<file path="src/bridge_status_pkg.sv">
package bridge_status_pkg;

  // ==========================================================
  // geometry
  localparam int                BRIDGES          = 3;
  localparam int                PWM_INPUTS       = 6;
  localparam int                WORD_W           = 16;
  localparam int                ADDR_W           = 7;

  // ==========================================================
  // register map
  localparam logic [ADDR_W-1:0] ADDR_GENERAL     = 7'h50;
  localparam logic [ADDR_W-1:0] ADDR_DELAY_REG   = 7'h51;

  // ==========================================================
  // general status field positions
  localparam int                GEN_PWM_LSB      = 0;
  localparam int                GEN_LEVEL_LSB    = 6;

  // ==========================================================
  // delay-regulation status field positions
  localparam int                DLY_REG_LSB      = 0;
  localparam int                DLY_PCHG_LSB     = 4;
  localparam int                DLY_PDCHG_LSB    = 8;

  // ==========================================================
  // reset values and masks
  localparam logic [15:0]       GENERAL_RESET    = 16'h0000;
  localparam logic [15:0]       DELAY_RESET      = 16'h0000;
  localparam logic [15:0]       RESTART_KEEP     = 16'h00c1;
  localparam logic [15:0]       READ_UNMAPPED    = 16'h0000;

  // ==========================================================
  // configuration codes
  localparam logic [1:0]        MODE_ACTIVE      = 2'h3;
  localparam logic [1:0]        AGC_ADAPT_LO     = 2'h2;
  localparam logic [1:0]        AGC_ADAPT_HI     = 2'h3;

  // ==========================================================
  // types
  typedef struct packed {
    logic [PWM_INPUTS-1:0] pwm;
    logic [BRIDGES-1:0]    level_cmp;
    logic [BRIDGES-1:0]    pchg_clamp;
    logic [BRIDGES-1:0]    pdchg_clamp;
    logic [BRIDGES-1:0]    delay_reg;
  } raw_pins_t;

  typedef struct packed {
    raw_pins_t stage1;
    raw_pins_t stage2;
  } sync_state_t;

  typedef struct packed {
    logic [WORD_W-1:0] general_bridge_status;
    logic [WORD_W-1:0] delay_regulation_status;
    logic [WORD_W-1:0] rdata;
    logic              rd_valid;
    logic              rd_err;
    logic              wr_ignored;
  } status_state_t;

endpackage : bridge_status_pkg

</file>
<file path="src/pin_sync_if.sv">
`timescale 1ns/1ns
interface pin_sync_if;
  import bridge_status_pkg::*;

  raw_pins_t raw;
  raw_pins_t synced;

  modport source (output raw, input synced);
  modport sync   (input raw, output synced);

endinterface : pin_sync_if

</file>
<file path="src/pin_synchronizer.sv">
`timescale 1ns/1ns
module pin_synchronizer
  import bridge_status_pkg::*;
(
  input  wire logic clk,
  input  wire logic rst,
  pin_sync_if.sync  pins
);

  // ==========================================================
  // two-stage capture of every asynchronous level
  sync_state_t s;
  sync_state_t next_s;

  // stage1 feeds stage2 only; metastability settles there
  always_comb begin
    next_s        = s;
    next_s.stage1 = pins.raw;
    next_s.stage2 = s.stage1;
  end

  always_ff @(posedge clk or posedge rst) begin
    if (rst) begin
      s <= '0;
    end else begin
      s <= next_s;
    end
  end

  assign pins.synced = s.stage2;

endmodule : pin_synchronizer

</file>
<file path="src/bridge_driver_status_regs.sv">
`timescale 1ns/1ns
// How it works
// - general status bits 15:9 always read zero
// - output level bits 8..6 follow comparator only with mode 11 and pump on
// - level bit is 1 when supply minus output within threshold, else 0
// - level bit reads 0 when pump off or mode not 11
// - bits 5..0 show sampled levels of pwm inputs six to one
// - bit 0 shows the shared pwm one / crc select pin
// - power-on or soft reset clears the general status word
// - restart clears general status except bits 7, 6 and 0
// - predischarge bits 10..8 read 0 when current is clamped
// - predischarge bit reads 1 when current is between the clamp limits
// - precharge bits 6..4 read 0 when current is clamped
// - precharge bit reads 1 when current is between the clamp limits
// - delay word bits 15:11, 7 and 3 are reserved
// - charge status bits read 1 unless pwm on, driven, adaptive gate 10/11
// - delay word bits 2..0 show per-bridge delay regulation active
module bridge_driver_status_regs
  import bridge_status_pkg::*;
(
  input  wire logic                           clk,
  input  wire logic                           rst,
  input  wire logic                           soft_reset,
  input  wire logic                           restart_mode,
  input  wire logic                           charge_pump_enable,
  input  wire logic [BRIDGES-1:0][1:0]        bridge_mode_field,
  input  wire logic [1:0]                     adaptive_gate_setting,
  input  wire logic [BRIDGES-1:0]             bridge_pwm_enable,
  input  wire logic [BRIDGES-1:0]             bridge_high_z,
  input  wire logic [PWM_INPUTS-1:0]          pwm_in_level,
  input  wire logic [BRIDGES-1:0]             bridge_output_node_high,
  input  wire logic [BRIDGES-1:0]             precharge_at_clamp,
  input  wire logic [BRIDGES-1:0]             predischarge_at_clamp,
  input  wire logic [BRIDGES-1:0]             delay_in_regulation,
  input  wire logic [ADDR_W-1:0]              reg_addr,
  input  wire logic                           reg_rd,
  input  wire logic                           reg_wr,
  input  wire logic [WORD_W-1:0]              reg_wdata,
  output logic      [WORD_W-1:0]              reg_rdata,
  output logic                                reg_rd_valid,
  output logic                                reg_rd_err,
  output logic                                reg_wr_ignored
);

  // ==========================================================
  // pin synchronisation
  pin_sync_if pins ();

  assign pins.raw.pwm         = pwm_in_level;
  assign pins.raw.level_cmp   = bridge_output_node_high;
  assign pins.raw.pchg_clamp  = precharge_at_clamp;
  assign pins.raw.pdchg_clamp = predischarge_at_clamp;
  assign pins.raw.delay_reg   = delay_in_regulation;

  pin_synchronizer u_sync (
    .clk  (clk),
    .rst  (rst),
    .pins (pins.sync)
  );

  // ==========================================================
  // per-bridge status evaluation
  logic [BRIDGES-1:0] bridge_output_level;
  logic [BRIDGES-1:0] adaptive_active;
  logic [BRIDGES-1:0] precharge_clamp_flag;
  logic [BRIDGES-1:0] predischarge_clamp_flag;
  logic [BRIDGES-1:0] delay_regulating_flag;
  logic               adaptive_code;

  // only the two adaptive codes let the clamp sensors matter
  assign adaptive_code = (adaptive_gate_setting == AGC_ADAPT_LO) ||
                         (adaptive_gate_setting == AGC_ADAPT_HI);

  genvar b;
  generate
    for (b = 0; b < BRIDGES; b++) begin : g_bridge
      // comparator high means supply minus node is within threshold
      assign bridge_output_level[b] = charge_pump_enable &&
                                      (bridge_mode_field[b] == MODE_ACTIVE) &&
                                      pins.synced.level_cmp[b];

      assign adaptive_active[b] = bridge_pwm_enable[b] &&
                                  !bridge_high_z[b] &&
                                  adaptive_code;

      // clamped current reads 0, anything in between reads 1
      assign precharge_clamp_flag[b] = adaptive_active[b] ?
                                       !pins.synced.pchg_clamp[b] :
                                       1'b1;

      assign predischarge_clamp_flag[b] = adaptive_active[b] ?
                                          !pins.synced.pdchg_clamp[b] :
                                          1'b1;

      assign delay_regulating_flag[b] = pins.synced.delay_reg[b];
    end
  endgenerate

  // ==========================================================
  // status words and register read port
  status_state_t s;
  status_state_t next_s;

  always_comb begin
    logic [WORD_W-1:0] general_word;
    logic [WORD_W-1:0] delay_word;
    general_word = '0;
    delay_word   = '0;
    next_s       = s;

    general_word[GEN_PWM_LSB +: PWM_INPUTS] = pins.synced.pwm;
    general_word[GEN_LEVEL_LSB +: BRIDGES]  = bridge_output_level;

    delay_word[DLY_REG_LSB +: BRIDGES]   = delay_regulating_flag;
    delay_word[DLY_PCHG_LSB +: BRIDGES]  = precharge_clamp_flag;
    delay_word[DLY_PDCHG_LSB +: BRIDGES] = predischarge_clamp_flag;

    // soft reset outranks restart: it wipes the kept bits as well
    if (soft_reset) begin
      general_word = GENERAL_RESET;
      delay_word   = DELAY_RESET;
    end else if (restart_mode) begin
      general_word = general_word & RESTART_KEEP;
      delay_word   = delay_word & RESTART_KEEP;
    end

    next_s.general_bridge_status   = general_word;
    next_s.delay_regulation_status = delay_word;

    next_s.rd_valid   = 1'b0;
    next_s.rd_err     = 1'b0;
    // writes are acknowledged as ignored and never reach the words
    next_s.wr_ignored = reg_wr;

    if (reg_rd) begin
      next_s.rd_valid = 1'b1;
      unique case (reg_addr)
        ADDR_GENERAL: begin
          next_s.rdata = s.general_bridge_status;
        end
        ADDR_DELAY_REG: begin
          next_s.rdata = s.delay_regulation_status;
        end
        default: begin
          next_s.rdata  = READ_UNMAPPED;
          next_s.rd_err = 1'b1;
        end
      endcase
    end
  end

  always_ff @(posedge clk or posedge rst) begin
    if (rst) begin
      s.general_bridge_status   <= GENERAL_RESET;
      s.delay_regulation_status <= DELAY_RESET;
      s.rdata                   <= '0;
      s.rd_valid                <= 1'b0;
      s.rd_err                  <= 1'b0;
      s.wr_ignored              <= 1'b0;
    end else begin
      s <= next_s;
    end
  end

  // write data is deliberately unused; words stay read only
  logic unused_wdata;
  assign unused_wdata = ^reg_wdata;

  assign reg_rdata      = s.rdata;
  assign reg_rd_valid   = s.rd_valid;
  assign reg_rd_err     = s.rd_err;
  assign reg_wr_ignored = s.wr_ignored;

endmodule : bridge_driver_status_regs

</file>
<file path="config.mk">
export PLATFORM = sky130hd
export DESIGN_NAME = bridge_driver_status_regs
export DESIGN_NICKNAME = d
export VERILOG_FILES = /design/src/bridge_status_pkg.sv /design/src/pin_sync_if.sv /design/src/pin_synchronizer.sv /design/src/bridge_driver_status_regs.sv
export SDC_FILE = /design/constraint.sdc
export NUM_CORES = 1
export LEC_CHECK = 0
export ABC_AREA = 1
export BUFFER_PORTS_ARGS = -buffer_cell sky130_fd_sc_hd__buf_4
export CAP_MARGIN = 10
export CORE_UTILIZATION = 45
export DETAILED_ROUTE_END_ITERATION = 10
export HOLD_SLACK_MARGIN = 0.15
export PLACE_DENSITY = 0.77
export SYNTH_ARGS = -nofsm -noshare
export SYNTH_HDL_FRONTEND = slang
export SYNTH_HIERARCHICAL = 1
export SYNTH_SLANG_ARGS = --single-unit
</file>
<file path="constraint.sdc">
create_clock -name clk -period 1.11 [get_ports clk]
set_clock_uncertainty 0.15 [all_clocks]
set_input_delay 0.0555 -clock clk [delete_from_list [all_inputs] [get_ports clk]]
set_output_delay 0.0555 -clock clk [all_outputs]
set_load 0.005 [all_outputs]
</file>
==> results of run 1 <==
through the flow:
step	power [mW]	instance area [sq um]	worst slack [ps]	cells	hold slack, ps
floorplan	2.78	2400	100	213	-63.1
global route	4.99	3320	17.4	373	-265
global placement	2.93	2800	95.8	323	-25.1
finish	4.79	3320	49.1	373	-258
CTS	4.83	3320	33.7	373	-270
detailed placement	2.94	2800	46.7	323	-16.6
cell type report:
cell class	instances	area (sq um)	area share, %
clock inverters	1	5.00	0.151
repair buffers	94	803	24.2
well taps	70	87.6	2.63
flip-flops and latches	68	1700	51.2
inverters	26	97.6	2.94
multi-input cells	99	453	13.6
clock buffers	15	176	5.31
path summary, 6_finish.rpt:
kind,startpoint,end,slack [ps],cells past startpoint
max,reg_rdata[0],reg_rdata[0],50,1
max reg2reg,s[24],reg_rdata[5],240,4
min,restart_mode,s[43],-260,2
min in group asynchronous,rst,u_sync/pins.synced[0],220,4
max in group asynchronous,rst,reg_rdata[2],290,4
min reg2reg,u_sync/next_s[10],u_sync/pins.synced[10],200,0
power by group through the flow:
stage	clock network (mW)	registers [mW]	logic (mW)
after global routing	1.95	2.61	0.435
after global placement	0	2.65	0.284
after CTS	1.84	2.60	0.386
after floorplan	0	2.64	0.135
after detailed placement	0	2.65	0.290
final	1.80	2.60	0.389
state kept, by name, indices dropped and copies added, names as in the netlist:
name                count
reg_rdata              11
u_sync/next_s          18
reg_wr_ignored          1
reg_rd_err              1
s                      18
reg_rd_valid            1
u_sync/pins.synced     18
logic make-up after synthesis:
logic type	count (synthesis)	synth area share (%)
and+or+nand+nor	90	17.4
DFF	68	71.4
buffers and inverters	46	10.2
other	1	0.157
AOI/OAI and AO/OA	4	0.840
metal layers:
metal	routed length (um)	GRT usage, %
met5	0	0
met4	82	11.3
met3	182	4.15
met2	2200	31.9
met1	1620	18.7
cell usage in the layout, fill, tap and decap left out, drive strengths merged:
| cell | instances |
|---|---|
| nand2 | 48 |
| o21ai | 4 |
| nor2 | 16 |
| buf | 60 |
| dfrtp | 68 |
| clkbuf | 15 |
| or2 | 1 |
| nand4 | 14 |
| nand3 | 10 |
| dlygate4sd3 | 34 |
| conb | 5 |
| clkinv | 1 |
| nor3 | 1 |
| inv | 26 |
repair_timing:
action / in CTS / in global routing
resized for setup: 0 / 0
endpoints found under the hold margin: 118 / 22
endpoints found under the setup margin: 0 / 0
setup buffers: 0 / 0
==> metrics.cfg, run 1 <==
[detailed_routing]
drt-total-wl_um = 4090
via_per_inst = 4.20
wire_per_inst_um = 11.0
dr.pass1.iters = 6
ant_nets = 0
drtIter0Drc = 72
vias = 1565
post-route-drc-count = 1

[global_route]
grt_max_degree = 37
first_global_vias = 1599
grt_usage_pct = 17.8
grt_pass1_wl_um = 6920
grt_antenna_before_repair = 0
overflow = 0

[clock_tree]
cts_tree = yes
cts_hold_buffers = 34
clkTransAtPathRegs_ps = 60
cts.path.max_buffers = 2
cts_root_buf = clkbuf_8
cts_sinks = 68
clk_latency_ps = 330
htree_levels = 3
cts_inserted_buffers = 9

[timing]
slew_viol_final = 0
min_period_ps = 1060
finalSetupViolCount = 0
finalCritPeriodShare_pct = 95.6
holdWs_ps = -258
rsz0062_at_grt = false
max_freq_ghz = 0.943
tns_ps = 0
finalHoldViolations = 14

[pwr]
power_switching_mw = 0.999
internal-power_mw = 3.79
p_clk_share_pct = 37.5
p_per_area_nw_per_um2 = 1440
irDropWorstVdd_mv = 1.02
power.share.sequential_pct = 54.4
switching_share_pct = 20.9
p_leak_nw = 1.74
power_frac_comb_pct = 8.1

[setup_path]
crit_path_max_incr_delay_ps = 390
endpoint_kind = output port
cp_data_required_time_ps = 900
crit_chain = buf_4
criticalPathCategory = reg -> out
cp.buffers_inverters = 1
start_kind = flop
cp_max_fo = 2
arrival_ps = 860
cp_top_family = flip-flops
cp_slowest_cell = dfrtp_1

[yosys]
ys_ff_latch = 68
syn-cell-area_sq_um = 2380
async_flop_share_pct = 100
yosys.area.top_type = dfrtp_1
dominantRegCellSynth = dfrtp_1
yosysSeqAreaShare_pct = 71.4
synth-edff-count = 0
synth_most_common_cell = dfrtp_1
avgSynthCellArea_sq_um = 11.4
syn_inst = 209
yosysWarningCount = 6
synthTopCellsByCount = dfrtp_1 (68), nand2_1 (48), inv_1 (24)
synth_top_area_share_pct = 71.4
yosysUniqueCellTypes = 18
synth_area_leaders = dfrtp_1 (71%), nand2_1 (7.6%), buf_4 (5.0%)

[cells_and_area]
fin_util_pct = 65.1
num-fill-cells = 409
final_nets = 360
antenna_cells = 0
drive_gt1_share_pct = 26.4
syn_to_final_growth_pct = 39.5

[floorplanning]
die_x_um = 74.8
rows = 26
ioPinCount = 81
fp.dieH_um = 74.8
initial_core_util_pct = 46.6
core-area_sq_um = 5110
die_area_sq_um = 5590

[placement]
gp_congestion = 0.753
dp_hpwl_um = 2480
port_buffers = 58

[outcome]
status = complete, but fails checks
violations = design-rule violations, negative hold slack

[worst_hold_path]
min_path_type = in -> reg

[job]
cap_violations = 0

(Power assumes the default switching activity.)
==> inputs of run 2 (changes only) <==
--- a/config.mk
+++ b/config.mk
@@ -8,6 +8,7 @@
 export ABC_AREA = 1
 export BUFFER_PORTS_ARGS = -buffer_cell sky130_fd_sc_hd__buf_4
 export CAP_MARGIN = 10
+export CORE_ASPECT_RATIO = 0.6
 export CORE_UTILIZATION = 45
 export DETAILED_ROUTE_END_ITERATION = 10
 export HOLD_SLACK_MARGIN = 0.15
==> run 2 against run 1 <==
The run ends with negative hold slack left. Count of clock-buffer cells in the layout down 6. Critical path depth unchanged. Die area up 0.17%.
==> metrics.cfg, run 2 (same netlist as run 1, synthesis figures left out) <==
[outcome]
status = complete, but fails checks  ; unchanged
violations = negative hold slack  ; was design-rule violations, negative hold slack

[clock_tree]
cts_inserted_buffers = 9  ; unchanged
clkTransAtPathRegs_ps = 70  ; was 60 ps
postCtsSetupBuffers = 0  ; unchanged
htree_levels = 3  ; unchanged
cts_root_buf = clkbuf_8  ; unchanged
cts.path.max_buffers = 2  ; unchanged
cts_sinks = 68  ; unchanged
cts_hold_buffers = 34  ; unchanged
cts_tree = yes  ; unchanged
clk_latency_ps = 340  ; was 330 ps

[global_route]
overflow = 0  ; unchanged
grt_pass1_wl_um = 7850  ; was 6920 um
grt_antenna_before_repair = 0  ; unchanged
grt_max_degree = 37  ; unchanged
grt_usage_pct = 20.2  ; was 17.8%
first_global_vias = 1694  ; was 1599

[cells_and_area]
final_nets = 362  ; was 360
drive_gt1_share_pct = 27.9  ; was 26.4%
num-fill-cells = 395  ; was 409
antenna_cells = 0  ; unchanged
syn_to_final_growth_pct = 41.5  ; was 39.5%
final_common_cell = dfrtp_1  ; unchanged
layout_common_cells = dfrtp_1 (68), buf_4 (58), nand2_1 (48)  ; was dfrtp_1 (68), buf_4 (59), nand2_1 (48)

[worst_hold_path]
min_path_type = in -> reg  ; unchanged

[setup_path]
start_kind = flop  ; unchanged
cp_top_family = flip-flops  ; unchanged
crit_chain = buf_6  ; was buf_4
crit_path_max_incr_delay_ps = 410  ; was 390 ps
cp_slowest_cell = dfrtp_1  ; unchanged
cp_data_required_time_ps = 900  ; about the same
arrival_ps = 870  ; was 860 ps
endpoint_kind = output port  ; unchanged
cp.buffers_inverters = 1  ; unchanged
cp_max_fo = 2  ; unchanged
criticalPathCategory = reg -> out  ; unchanged

[timing]
rsz0062_at_grt = false  ; unchanged
slew_viol_final = 0  ; unchanged
tns_ps = 0  ; unchanged
finalHoldViolations = 5  ; was 14
holdWs_ps = -279  ; was -258 ps
finalCritPeriodShare_pct = 97.2  ; was 95.6%
finalSetupViolCount = 0  ; unchanged
max_freq_ghz = 0.927  ; was 0.943 GHz
min_period_ps = 1080  ; was 1060 ps

[pwr]
p_leak_nw = 1.76  ; was 1.74 nW
power_mw = 5.01  ; was 4.79 mW
p_per_area_nw_per_um2 = 1480  ; was 1440 nW/um^2
irDropWorstVdd_mv = 1.09  ; was 1.02 mV

[detailed_routing]
drt-total-wl_um = 4900  ; was 4090 um
dr.pass1.iters = 4  ; was 6
drtIter0Drc = 120  ; was 72
via_per_inst = 4.43  ; was 4.20
post-route-drc-count = 0  ; was 1
vias = 1645  ; was 1565
ant_nets = 0  ; unchanged
wire_per_inst_um = 13.2  ; was 11.0 um

[floorplanning]
initial_core_util_pct = 46.9  ; was 46.6%
core-area_sq_um = 5080  ; was 5110 sq um
die_area_sq_um = 5600  ; was 5590 sq um
die_x_um = 95.9  ; was 74.8 um
rows = 20  ; was 26
fp.dieH_um = 58.4  ; was 74.8 um
ioPinCount = 81  ; unchanged

[placement]
dp_hpwl_um = 3050  ; was 2480 um
port_buffers = 58  ; unchanged
gp_congestion = 0.721  ; was 0.753

[job]
cap_violations = 0  ; unchanged

## run 2: cell count changes in the layout (fill, tap and decap cells not counted)
cell,change
buf_4,-1
buf_12,+1
buf_6,+2
bufinv_16,+1
clkbuf_8,-3
inv_6,+2
clkbuf_1,-3
clkinvlp_4,+3
## run 2: where the power goes
| group | switching (mW) | internal [mW] |
|---|---|---|
| clock | 0.946 | 1.05 |
| sequential | 0.0281 | 2.58 |
| combinational | 0.183 | 0.226 |
| total | 1.16 | 3.85 |
## run 2: cell type report
| cell class | instances | area, sq um | area share (%) |
|---|---|---|---|
| Clock inverter | 7 | 75.1 | 2.23 |
| Timing Repair Buffer | 96 | 838 | 24.9 |
| Sequential cell | 68 | 1700 | 50.5 |
| Tap cell | 66 | 82.6 | 2.45 |
| Clock buffer | 9 | 124 | 3.67 |
| Multi-Input combinational cell | 99 | 453 | 13.4 |
| Inverter | 26 | 97.6 | 2.89 |
## run 2: final timing paths
check | to | cells past startpoint | slack (ps) | start
max | reg_rdata[4] | 1 | 30 | reg_rdata[4]
min | s[43] | 2 | -280 | restart_mode
max reg2reg | reg_rdata[0] | 4 | 170 | s[35]
min reg2reg | u_sync/pins.synced[14] | 0 | 200 | u_sync/next_s[14]
max in group asynchronous | s[28] | 4 | 300 | rst
min in group asynchronous | u_sync/pins.synced[3] | 4 | 170 | rst
## run 2: repair_timing
action / CTS / global route
gates resized for setup: 0 / 2
setup endpoints to repair: 0 / 2
endpoints found under the hold margin: 118 / 22
## run 2: metal layers
metal	GRT usage [%]	wire, um	vias to the layer above
met1	23.8	2110	777
met2	34.2	2430	54
met5	0	0	-
met3	8.01	304	6
li1	-	-	808
met4	7.04	53	0
## run 2: metrics by stage
step	hold WS, ps	std cells	util [%]	instance area (sq um)	setup slack, ps
3_5_place_dp	-19.6	321	55.6	2830	10.2
2_1_floorplan	-63.1	213	-	2400	100
5_1_grt	-285	371	66.4	3370	1.39
6_report	-279	371	66.4	3370	31.1
3_3_place_gp	-25.3	321	55.6	2830	80.7
4_1_cts	-291	371	66.2	3360	3.07
